### src/gpio_port_map.svh
// offsets, widths and reset values of the general purpose pin port
`ifndef GPIO_PORT_MAP_SVH
`define GPIO_PORT_MAP_SVH
`define FIRST_PORT_WIDTH     5
`define SECOND_PORT_WIDTH    2
`define KEY_WAKE_WIDTH       4
`define FIRST_PORT_OFS       2'h0
`define FIRST_PULL_OFS       2'h1
`define FIRST_DIR_OFS        2'h3
`define SECOND_PORT_OFS      2'h2
`define FIRST_DATA_RST       5'h00
`define FIRST_DIR_RST        5'h00
`define FIRST_PULL_RST       4'h0
`define SECOND_DATA_RST      2'h0
`define SECOND_DIR_RST       2'h0
`define SECOND_PULL_RST      2'h0
`define OUTPUT_ONLY_BIT      4
`endif

### src/gpio_port_pkg.sv
// types shared by the general purpose pin port
package gpio_port_pkg;
  typedef enum logic [2:0] {
    pin_gpio    = 3'h1,
    pin_digital = 3'h2,
    pin_analog  = 3'h4
  } pin_owner_t;
endpackage : gpio_port_pkg

### src/general_purpose_pin_port.sv
// seven-pin general purpose port with peripheral arbitration and pull control
//
// Functional notes
// - five-bit first port, two-bit second port
// - second port tristated while receiver enabled
// - enabled shared peripheral overrides gpio function
// - shared functions disabled after reset
// - reset clears directions and pull enables
// - direction enables output and selects read
// - input buffer on unless analog function
// - digital function owns output buffer
// - analog function disables both buffers
// - input with buffer off reads zero
// - analog beats digital when both enabled
// - each pin except first port bit four has its own pullup
// - pullup off whenever pin is output
// - pullup off under analog control
// - key wake rising edge selects pulldown
// - inputs read level, outputs read latch
// - reset clears first port data register
// - first port bit four direction written like the rest, left to software
`include "gpio_port_map.svh"

module general_purpose_pin_port
  import gpio_port_pkg::*;
#(
  parameter int A_W = `FIRST_PORT_WIDTH,
  parameter int B_W = `SECOND_PORT_WIDTH,
  parameter int K_W = `KEY_WAKE_WIDTH
) (
  // clock and reset
  input  wire logic           clk,
  input  wire logic           nrst,
  // software write strobes and data
  input  wire logic           first_data_wr,
  input  wire logic [A_W-1:0] first_data_wdata,
  input  wire logic           first_dir_wr,
  input  wire logic [A_W-1:0] first_dir_wdata,
  input  wire logic           first_pull_wr,
  input  wire logic [K_W-1:0] first_pull_wdata,
  input  wire logic           second_data_wr,
  input  wire logic [B_W-1:0] second_data_wdata,
  input  wire logic           second_dir_wr,
  input  wire logic [B_W-1:0] second_dir_wdata,
  input  wire logic           second_pull_wr,
  input  wire logic [B_W-1:0] second_pull_wdata,
  // register read back
  output logic      [A_W-1:0] first_port_data_reg,
  output logic      [A_W-1:0] first_port_directions,
  output logic      [K_W-1:0] first_port_pull_enables,
  output logic      [B_W-1:0] second_port_data_reg,
  output logic      [B_W-1:0] second_port_directions,
  output logic      [B_W-1:0] second_port_pull_enables,
  // shared peripheral requests on first port
  input  wire logic [A_W-1:0] periph_digital_en,
  input  wire logic [A_W-1:0] periph_digital_oe,
  input  wire logic [A_W-1:0] periph_digital_out,
  input  wire logic [A_W-1:0] periph_analog_en,
  output logic      [A_W-1:0] periph_digital_in,
  // key wake and receiver controls
  input  wire logic [K_W-1:0] key_wake_pin_enable,
  input  wire logic [K_W-1:0] key_wake_edge_select,
  input  wire logic           low_freq_receiver,
  // pins: output enable is active low
  input  wire logic [A_W-1:0] first_port_pins_in,
  output logic      [A_W-1:0] first_port_pins_out,
  output logic      [A_W-1:0] first_port_pins_oe_n,
  output logic      [A_W-1:0] first_port_pullup,
  output logic      [K_W-1:0] first_port_pulldown,
  output logic      [A_W-1:0] first_port_ibuf_en,
  input  wire logic [B_W-1:0] second_port_pins_in,
  output logic      [B_W-1:0] second_port_pins_out,
  output logic      [B_W-1:0] second_port_pins_oe_n,
  output logic      [B_W-1:0] second_port_pullup
);

  logic [A_W-1:0] a_data_ff;
  logic [A_W-1:0] nxt_a_data;
  logic [A_W-1:0] a_dir_ff;
  logic [A_W-1:0] nxt_a_dir;
  logic [K_W-1:0] a_pull_ff;
  logic [K_W-1:0] nxt_a_pull;
  logic [B_W-1:0] b_data_ff;
  logic [B_W-1:0] nxt_b_data;
  logic [B_W-1:0] b_dir_ff;
  logic [B_W-1:0] nxt_b_dir;
  logic [B_W-1:0] b_pull_ff;
  logic [B_W-1:0] nxt_b_pull;

  // pin synchronisers; stage one feeds stage two only
  logic [A_W-1:0] a_meta_ff;
  logic [A_W-1:0] a_sync_ff;
  logic [B_W-1:0] b_meta_ff;
  logic [B_W-1:0] b_sync_ff;

  // read values are registered so data outputs come from flip-flops
  logic [A_W-1:0] a_rd_ff;
  logic [A_W-1:0] nxt_a_rd;
  logic [B_W-1:0] b_rd_ff;
  logic [B_W-1:0] nxt_b_rd;

  // per-pin arbitration results
  pin_owner_t     owner [A_W];
  logic [A_W-1:0] a_out_en;
  logic [A_W-1:0] a_pins_out;
  logic [A_W-1:0] a_ibuf;
  logic [A_W-1:0] a_no_pull;

  // second port release and pull gating
  logic [B_W-1:0] b_live;
  logic [B_W-1:0] b_no_pull;
  logic [B_W-1:0] b_pull_on;

  // analog wins over digital, digital over gpio
  function automatic pin_owner_t pick_owner(input logic dig, input logic ana);
    pick_owner = ana ? pin_analog : (dig ? pin_digital : pin_gpio);
  endfunction : pick_owner

  // a pull only acts on a pin that nothing drives or claims for analog use
  function automatic logic pull_gate(input logic en, input logic blocked);
    pull_gate = en & ~blocked;
  endfunction : pull_gate

  // first port register writes
  always_comb begin
    nxt_a_data = a_data_ff;
    nxt_a_dir  = a_dir_ff;
    nxt_a_pull = a_pull_ff;
    // writes latch into every data bit
    if (first_data_wr) begin
      nxt_a_data = first_data_wdata;
    end
    // bit four written like the rest; keeping it an output is software's job
    if (first_dir_wr) begin
      nxt_a_dir = first_dir_wdata;
    end
    if (first_pull_wr) begin
      nxt_a_pull = first_pull_wdata;
    end
  end

  // second port register writes
  always_comb begin
    nxt_b_data = b_data_ff;
    nxt_b_dir  = b_dir_ff;
    nxt_b_pull = b_pull_ff;
    if (second_data_wr) begin
      nxt_b_data = second_data_wdata;
    end
    if (second_dir_wr) begin
      nxt_b_dir = second_dir_wdata;
    end
    if (second_pull_wr) begin
      nxt_b_pull = second_pull_wdata;
    end
  end

  always_ff @(posedge clk) begin
    // directions and pulls clear on reset
    if (!nrst) begin
      a_data_ff <= `FIRST_DATA_RST;
      a_dir_ff  <= `FIRST_DIR_RST;
      a_pull_ff <= `FIRST_PULL_RST;
    end else begin
      a_data_ff <= nxt_a_data;
      a_dir_ff  <= nxt_a_dir;
      a_pull_ff <= nxt_a_pull;
    end
  end

  always_ff @(posedge clk) begin
    // second port directions and pulls clear too
    if (!nrst) begin
      b_data_ff <= `SECOND_DATA_RST;
      b_dir_ff  <= `SECOND_DIR_RST;
      b_pull_ff <= `SECOND_PULL_RST;
    end else begin
      b_data_ff <= nxt_b_data;
      b_dir_ff  <= nxt_b_dir;
      b_pull_ff <= nxt_b_pull;
    end
  end

  // pins are asynchronous; no reset so the chain only ever samples the pad
  always_ff @(posedge clk) begin
    a_meta_ff <= first_port_pins_in;
    a_sync_ff <= a_meta_ff;
  end

  always_ff @(posedge clk) begin
    b_meta_ff <= second_port_pins_in;
    b_sync_ff <= b_meta_ff;
  end

  // first port per-pin arbitration
  always_comb begin
    for (int i = 0; i < A_W; i++) begin
      owner[i] = pick_owner(periph_digital_en[i], periph_analog_en[i]);
      case (owner[i])
        // direction bit drives the output buffer
        pin_gpio: begin
          a_out_en[i]   = a_dir_ff[i];
          a_pins_out[i] = a_data_ff[i];
          a_ibuf[i]     = 1'b1;
        end
        // digital function owns the output buffer
        pin_digital: begin
          a_out_en[i]   = periph_digital_oe[i];
          a_pins_out[i] = periph_digital_out[i];
          a_ibuf[i]     = 1'b1;
        end
        pin_analog: begin
          a_out_en[i]   = 1'b0;
          a_pins_out[i] = 1'b0;
          a_ibuf[i]     = 1'b0;
        end
        default: begin
          a_out_en[i]   = 1'b0;
          a_pins_out[i] = 1'b0;
          a_ibuf[i]     = 1'b0;
        end
      endcase
      // no pullup on any driven pin
      a_no_pull[i] = a_out_en[i] | (owner[i] == pin_analog);
    end
  end

  // first port read path
  always_comb begin
    for (int i = 0; i < A_W; i++) begin
      // input with buffer off reads zero
      nxt_a_rd[i] = a_dir_ff[i] ? a_data_ff[i] : (a_ibuf[i] & a_sync_ff[i]);
    end
  end

  // pull resistors on the key wake pins
  genvar k;
  generate
    for (k = 0; k < K_W; k++) begin : g_pull
      // rising-edge key wake swaps to pulldown
      assign first_port_pullup[k]   = pull_gate(a_pull_ff[k], a_no_pull[k])
                                      & ~(key_wake_pin_enable[k] & key_wake_edge_select[k]);
      assign first_port_pulldown[k] = pull_gate(a_pull_ff[k], a_no_pull[k])
                                      & key_wake_pin_enable[k] & key_wake_edge_select[k];
    end
    // pins above the pull field have none
    for (k = K_W; k < A_W; k++) begin : g_nopull
      assign first_port_pullup[k] = 1'b0;
    end
  endgenerate

  // second port: gpio only, receiver tristates it
  always_comb begin
    for (int j = 0; j < B_W; j++) begin
      nxt_b_rd[j] = b_dir_ff[j] ? b_data_ff[j] : (b_sync_ff[j] & b_live[j]);
      // no pullup while driving or released
      b_pull_on[j] = pull_gate(b_pull_ff[j], b_no_pull[j]);
    end
  end

  // one register stage on reads keeps the data outputs glitch free
  always_ff @(posedge clk) begin
    if (!nrst) begin
      a_rd_ff <= `FIRST_DATA_RST;
      b_rd_ff <= `SECOND_DATA_RST;
    end else begin
      a_rd_ff <= nxt_a_rd;
      b_rd_ff <= nxt_b_rd;
    end
  end

  // peripheral enables come from their modules, low out of reset
  assign periph_digital_in       = a_sync_ff & a_ibuf;
  assign first_port_pins_out     = a_pins_out;
  assign first_port_pins_oe_n    = ~a_out_en;
  assign first_port_ibuf_en      = a_ibuf;
  assign first_port_data_reg     = a_rd_ff;
  assign first_port_directions   = a_dir_ff;
  assign first_port_pull_enables = a_pull_ff;

  // receiver enable floats the second port
  assign b_live                   = {B_W{~low_freq_receiver}};
  assign b_no_pull                = b_dir_ff | ~b_live;
  assign second_port_pins_oe_n    = ~(b_dir_ff & b_live);
  assign second_port_pins_out     = b_data_ff;
  assign second_port_pullup       = b_pull_on;
  assign second_port_data_reg     = b_rd_ff;
  assign second_port_directions   = b_dir_ff;
  assign second_port_pull_enables = b_pull_ff;

endmodule : general_purpose_pin_port

### config.mk
export PLATFORM = sky130hd
export DESIGN_NAME = general_purpose_pin_port
export DESIGN_NICKNAME = d
export VERILOG_FILES = /design/src/gpio_port_pkg.sv /design/src/general_purpose_pin_port.sv
export VERILOG_INCLUDE_DIRS = /design/src
export SDC_FILE = /design/constraint.sdc
export NUM_CORES = 1
export LEC_CHECK = 0
export ABC_AREA = 1
export BUFFER_PORTS_ARGS = -buffer_cell sky130_fd_sc_hd__clkbuf_2
export CORE_MARGIN = 2
export CORE_UTILIZATION = 39
export CTS_CLUSTER_DIAMETER = 80
export DETAILED_ROUTE_END_ITERATION = 12
export PLACE_DENSITY = 0.87
export SLEW_MARGIN = 20
export SYNTH_ARGS = -nofsm -noshare
export SYNTH_HDL_FRONTEND = slang
export SYNTH_SLANG_ARGS = --single-unit
### constraint.sdc
create_clock -name clk -period 1 [get_ports clk]
set_clock_uncertainty 0.15 [all_clocks]
set_input_delay 0.2 -clock clk [delete_from_list [all_inputs] [get_ports clk]]
set_output_delay 0.2 -clock clk [all_outputs]
set_load 0.02 [all_outputs]
==> impl_metrics.toml, run 1 <==
[cts]
cts_num_sinks = 41
clk_path_buf_depth = 2
cts-root-buf = "clkbuf_8"
cts_buffers = 5
htree_levels = 2

[synth]
ys_seq_area_share_pct = 52.8
synth_cell_types = 13
synthCells = 210
synth_top_area_share_pct = 52.8
avgSynthCellArea_um2 = 7.40
syn_area_um2 = 1550
yosys.area.top_type = "dfxtp_1"
ys_ff_latch = 41
syn_nets = 274
yosys_warnings = 0
ys_top_cells_by_area = "dfxtp_1 53%, inv_1 9.2%, nor2_1 7.7%"

[sta]
worstEndpointGrtRepair = "first_port_pullup[0]"
worstEpCategory = "top-level output"

[placed_design]
port_buffers = 117
gp_congestion = 0.762
dpl.hpwl_um = 3720

[status]
outcome = "aborted with a tool error"
lastStage = "5_1_grt"
error = "[ERROR DPL-0038] Utilization greater than 100%, impossible to legalize"

[floorplanning]
die-width_um = 67.1
die_y_um = 67.1
rows = 22
ios = 119
start_util_pct = 41.5

[global_route]
grt_max_degree = 27
Yosys cell counts (all sizes together):
cell    instances
o21ai          27
buf             3
nor3b           2
dfxtp          41
nand3          16
a21oi          19
clkinv          1
nand2          29
inv            38
conb            1
or2             1
nor2           32
metrics by stage:
| stage | hold WS, ns | setup WS (ns) | cell area (µm²) | cells | util (%) |
|---|---|---|---|---|---|
| after floorplan | 0.0777 | -0.150 | 1730 | 210 | - |
| after CTS | 0.00754 | -0.505 | 3560 | 439 | 95.2 |
| after global placement | 0.153 | -0.274 | 2610 | 405 | 69.8 |
| after detailed placement | 0.154 | -0.323 | 2610 | 405 | 69.8 |
timing repair:
item | 4_1_cts
setup endpoints to repair | 54
hold endpoints to repair | 12
setup buffers | 15
hold buffers | 12
resized for setup | 151
pin swaps | 19
logic make-up after synthesis:
kind of cell           synth area share [%]
and+or+nand+nor                        21.3
buffers and inverters                  10.9
AOI/OAI and AO/OA                      14.8
DFF                                    52.8
other                                 0.241
==> run 2: changes to the inputs <==
Settings changed: CORE_UTILIZATION 39 to 35, CTS_CLUSTER_DIAMETER 80 to not set, PLACE_DENSITY 0.87 to not set, PLACE_DENSITY_LB_ADDON set to 0.15.
==> impl_metrics.toml, run 2 <==
[drt]
drt_iter0_markers = 93
dr.pass1.iters = 4
ant_nets = 0
viasPerCell = 4.84
vias = 2192
wl_per_cell_um = 16.8
drc = 0
routed_wl_um = 7610

[cts]
cts_num_sinks = 41
cts_buffers = 5
cts_tree = "done"
cts-root-buf = "clkbuf_8"
clk_path_buf_depth = 2
clkTransAtPathRegs_ns = 0.08
worstSkewPairLatency_ns = 0.30
htree_levels = 2

[run]
cap_violations = 0

[floorplanning]
rows = 24
start_util_pct = 35.9
ios = 119
core_area_um2 = 4320
die-area_um2 = 4990
die_y_um = 70.6
die-width_um = 70.6

[synth]
syn_area_um2 = 1550
synth_most_common_cell = "dfxtp_1"
avgSynthCellArea_um2 = 7.40
synthCells = 210
synth_top_area_share_pct = 52.8
ys_seq_area_share_pct = 52.8
yosys_warnings = 0
async_flop_share_pct = 0
ys_top_cells_by_area = "dfxtp_1 53%, inv_1 9.2%, nor2_1 7.7%"
syn_nets = 274
ys_ff_latch = 41
synth_edf_count = 0
synth_cell_types = 13
synth_flop_cell = "dfxtp_1"
yosys.area.top_type = "dfxtp_1"
ys_top_cells_by_count = "41 x dfxtp_1, 38 x inv_1, 32 x nor2_1"

[placed_design]
dp_cells = 410
gp_congestion = 0.745
post_dp_cell_area_um2 = 2630
dpl.hpwl_um = 3370
port_buffers = 117

[cells_and_area]
drive_gt1_share_pct = 72.6
num_antenna_cells = 0
layout.cells.non_filler = 453
final_cell_mix = "59 x clkbuf_2, 50 x buf_8, 37 x buf_4"
final.fill_count = 200
area_growth_syn_to_layout_pct = 147
final_common_cell = "clkbuf_2"
fin_area_um2 = 3830
nets = 464

[global_route]
grt_pass1_wl_um = 9760
grt_pass1_vias = 2165
grt_max_degree = 27
grt-ovfl-total = 0
grt.total_usage_pct = 24.4
antenna_found_initial = 0

[sta]
period_minus_slack_ns = 1.54
setup_slack_ns = -0.537
hold_violations = 0
finalSetupViolCount = 55
final_max_slew_viol_count = 0
rsz0062_at_grt = "true"
fmax_mhz = 651
fin_crit_sh_pct = 154

[worst_setup_path]
cp_cell_sequence = "inv_2 > nor2_2 > nand3_2 > nor2_4 > buf_8"
timing.rr.end = "second_port_pins_out[0]$_SDFFE_PN0P_"
end_kind = "primary output"
path_delay_family = "simple AND/OR/NAND/NOR gates"
slowest_stage = "dfxtp_4"
worst_r2r_path_depth = 3
regToRegSetupSlack_ns = -0.04
worstPathRequired_ns = 0.65
r2r_start = "second_port_pins_out[0]$_SDFFE_PN0P_"
worst_path_largest_cell_delay_ns = 0.36
cp_max_fo = 2
start_kind = "flip-flop"
path_class = "reg -> out"
arrival_ns = 1.19
cp.buffers_inverters = 2

[min_path]
hold_path_end = "second_port_directions[1]$_SDFFE_PN0P_"
hold_start = "second_dir_wdata[1]"
min_delay_path_depth = 3
hp-class = "in -> reg"

[power_and_ir_drop]
ir_worst_vdd_mv = 0.841
p_leak_nw = 1.86
p_per_area_nw_per_um2 = 1120

[status]
outcome = "finished, violations left"
violations = "negative setup slack"
[run 2: cell counts after synthesis]
Identical to the previous run, type by type.
[run 2: worst max path at each step]
| stage | start | to | slack, ns | cells after the start |
|---|---|---|---|---|
| 2_1_floorplan | first_port_pull_enables[0]$_SDFFE_PN0P_ | first_port_pulldown[0] | -0.15 | 4 |
| 3_3_place_gp | periph_analog_en[1] | first_port_pulldown[1] | -0.28 | 6 |
| 3_5_place_dp | periph_analog_en[2] | first_port_pulldown[2] | -0.31 | 6 |
| 4_1_cts | first_port_pull_enables[1]$_SDFFE_PN0P_ | first_port_pullup[1] | -0.50 | 5 |
| 5_1_grt | first_port_pull_enables[3]$_SDFFE_PN0P_ | first_port_pullup[3] | -0.59 | 5 |
| 6_report | first_port_pull_enables[1]$_SDFFE_PN0P_ | first_port_pulldown[1] | -0.54 | 5 |
[run 2: repair_timing]
action,CTS,global route
gates resized for setup,142,120
hold endpoints to repair,15,0
pin swaps,18,13
hold buffers,15,0
setup buffers,15,9
endpoints found under the setup margin,54,62
[run 2: kinds of logic (layout without fill, tap and decap cells)]
group / Yosys count / in the layout / share of synthesized area, %
AND/OR/NAND/NOR: 80 / 80 / 21.3
AO/OA/AOI/OAI: 46 / 46 / 14.8
buffers and inverters: 42 / 233 / 10.9
flip-flops: 41 / 41 / 52.8
other: 1 / 1 / 0.241
[run 2: metal layers]
metal | wire length (µm) | up-vias | GRT usage, %
li1 | - | 1038 | -
met1 | 2550 | 1004 | 26.5
met2 | 4230 | 122 | 46.9
met3 | 547 | 28 | 6.55
met4 | 283 | 0 | 6.08
met5 | 0 | - | 0
[run 2: power by group]
group / switching (mW) / internal, mW / total, mW
Combinational: 0.643 / 0.757 / 1.40
Sequential: 0.0811 / 1.74 / 1.83
Clock: 0.584 / 0.484 / 1.07
[run 2: worst reg2reg max path, cell delays in order (launching register included)]
cell and delay [ns]:
dfxtp_2 0.34, buf_4 0.13, o21ai_0 0.22, nor2_1 0.08
[run 2: metrics by stage]
step / hold slack, ns / TNS (ns) / util [%] / power, mW / setup WS (ns)
2_1_floorplan: 0.0777 / -1.22 / - / 2.23 / -0.150
3_3_place_gp: 0.153 / -5.17 / 60.7 / 2.64 / -0.284
3_5_place_dp: 0.154 / -5.54 / 60.7 / 2.65 / -0.312
4_1_cts: 0.0158 / -13.00 / 82.2 / 4.03 / -0.501
5_1_grt: 0.0179 / -15.20 / 88.6 / 4.47 / -0.589
6_report: 0.0197 / -13.43 / 88.6 / 4.29 / -0.537
[run 2: final cells by class]
class	instances	area (µm²)	area share [%]
repair buffers	186	1780	46.5
flip-flops and latches	41	878	22.9
clock buffers	5	68.8	1.80
inverters	39	169	4.41
clock inverters	3	16.3	0.424
multi-input cells	127	852	22.2
well taps	52	65.1	1.70
Note: power is estimated with default switching activity, not from simulation.
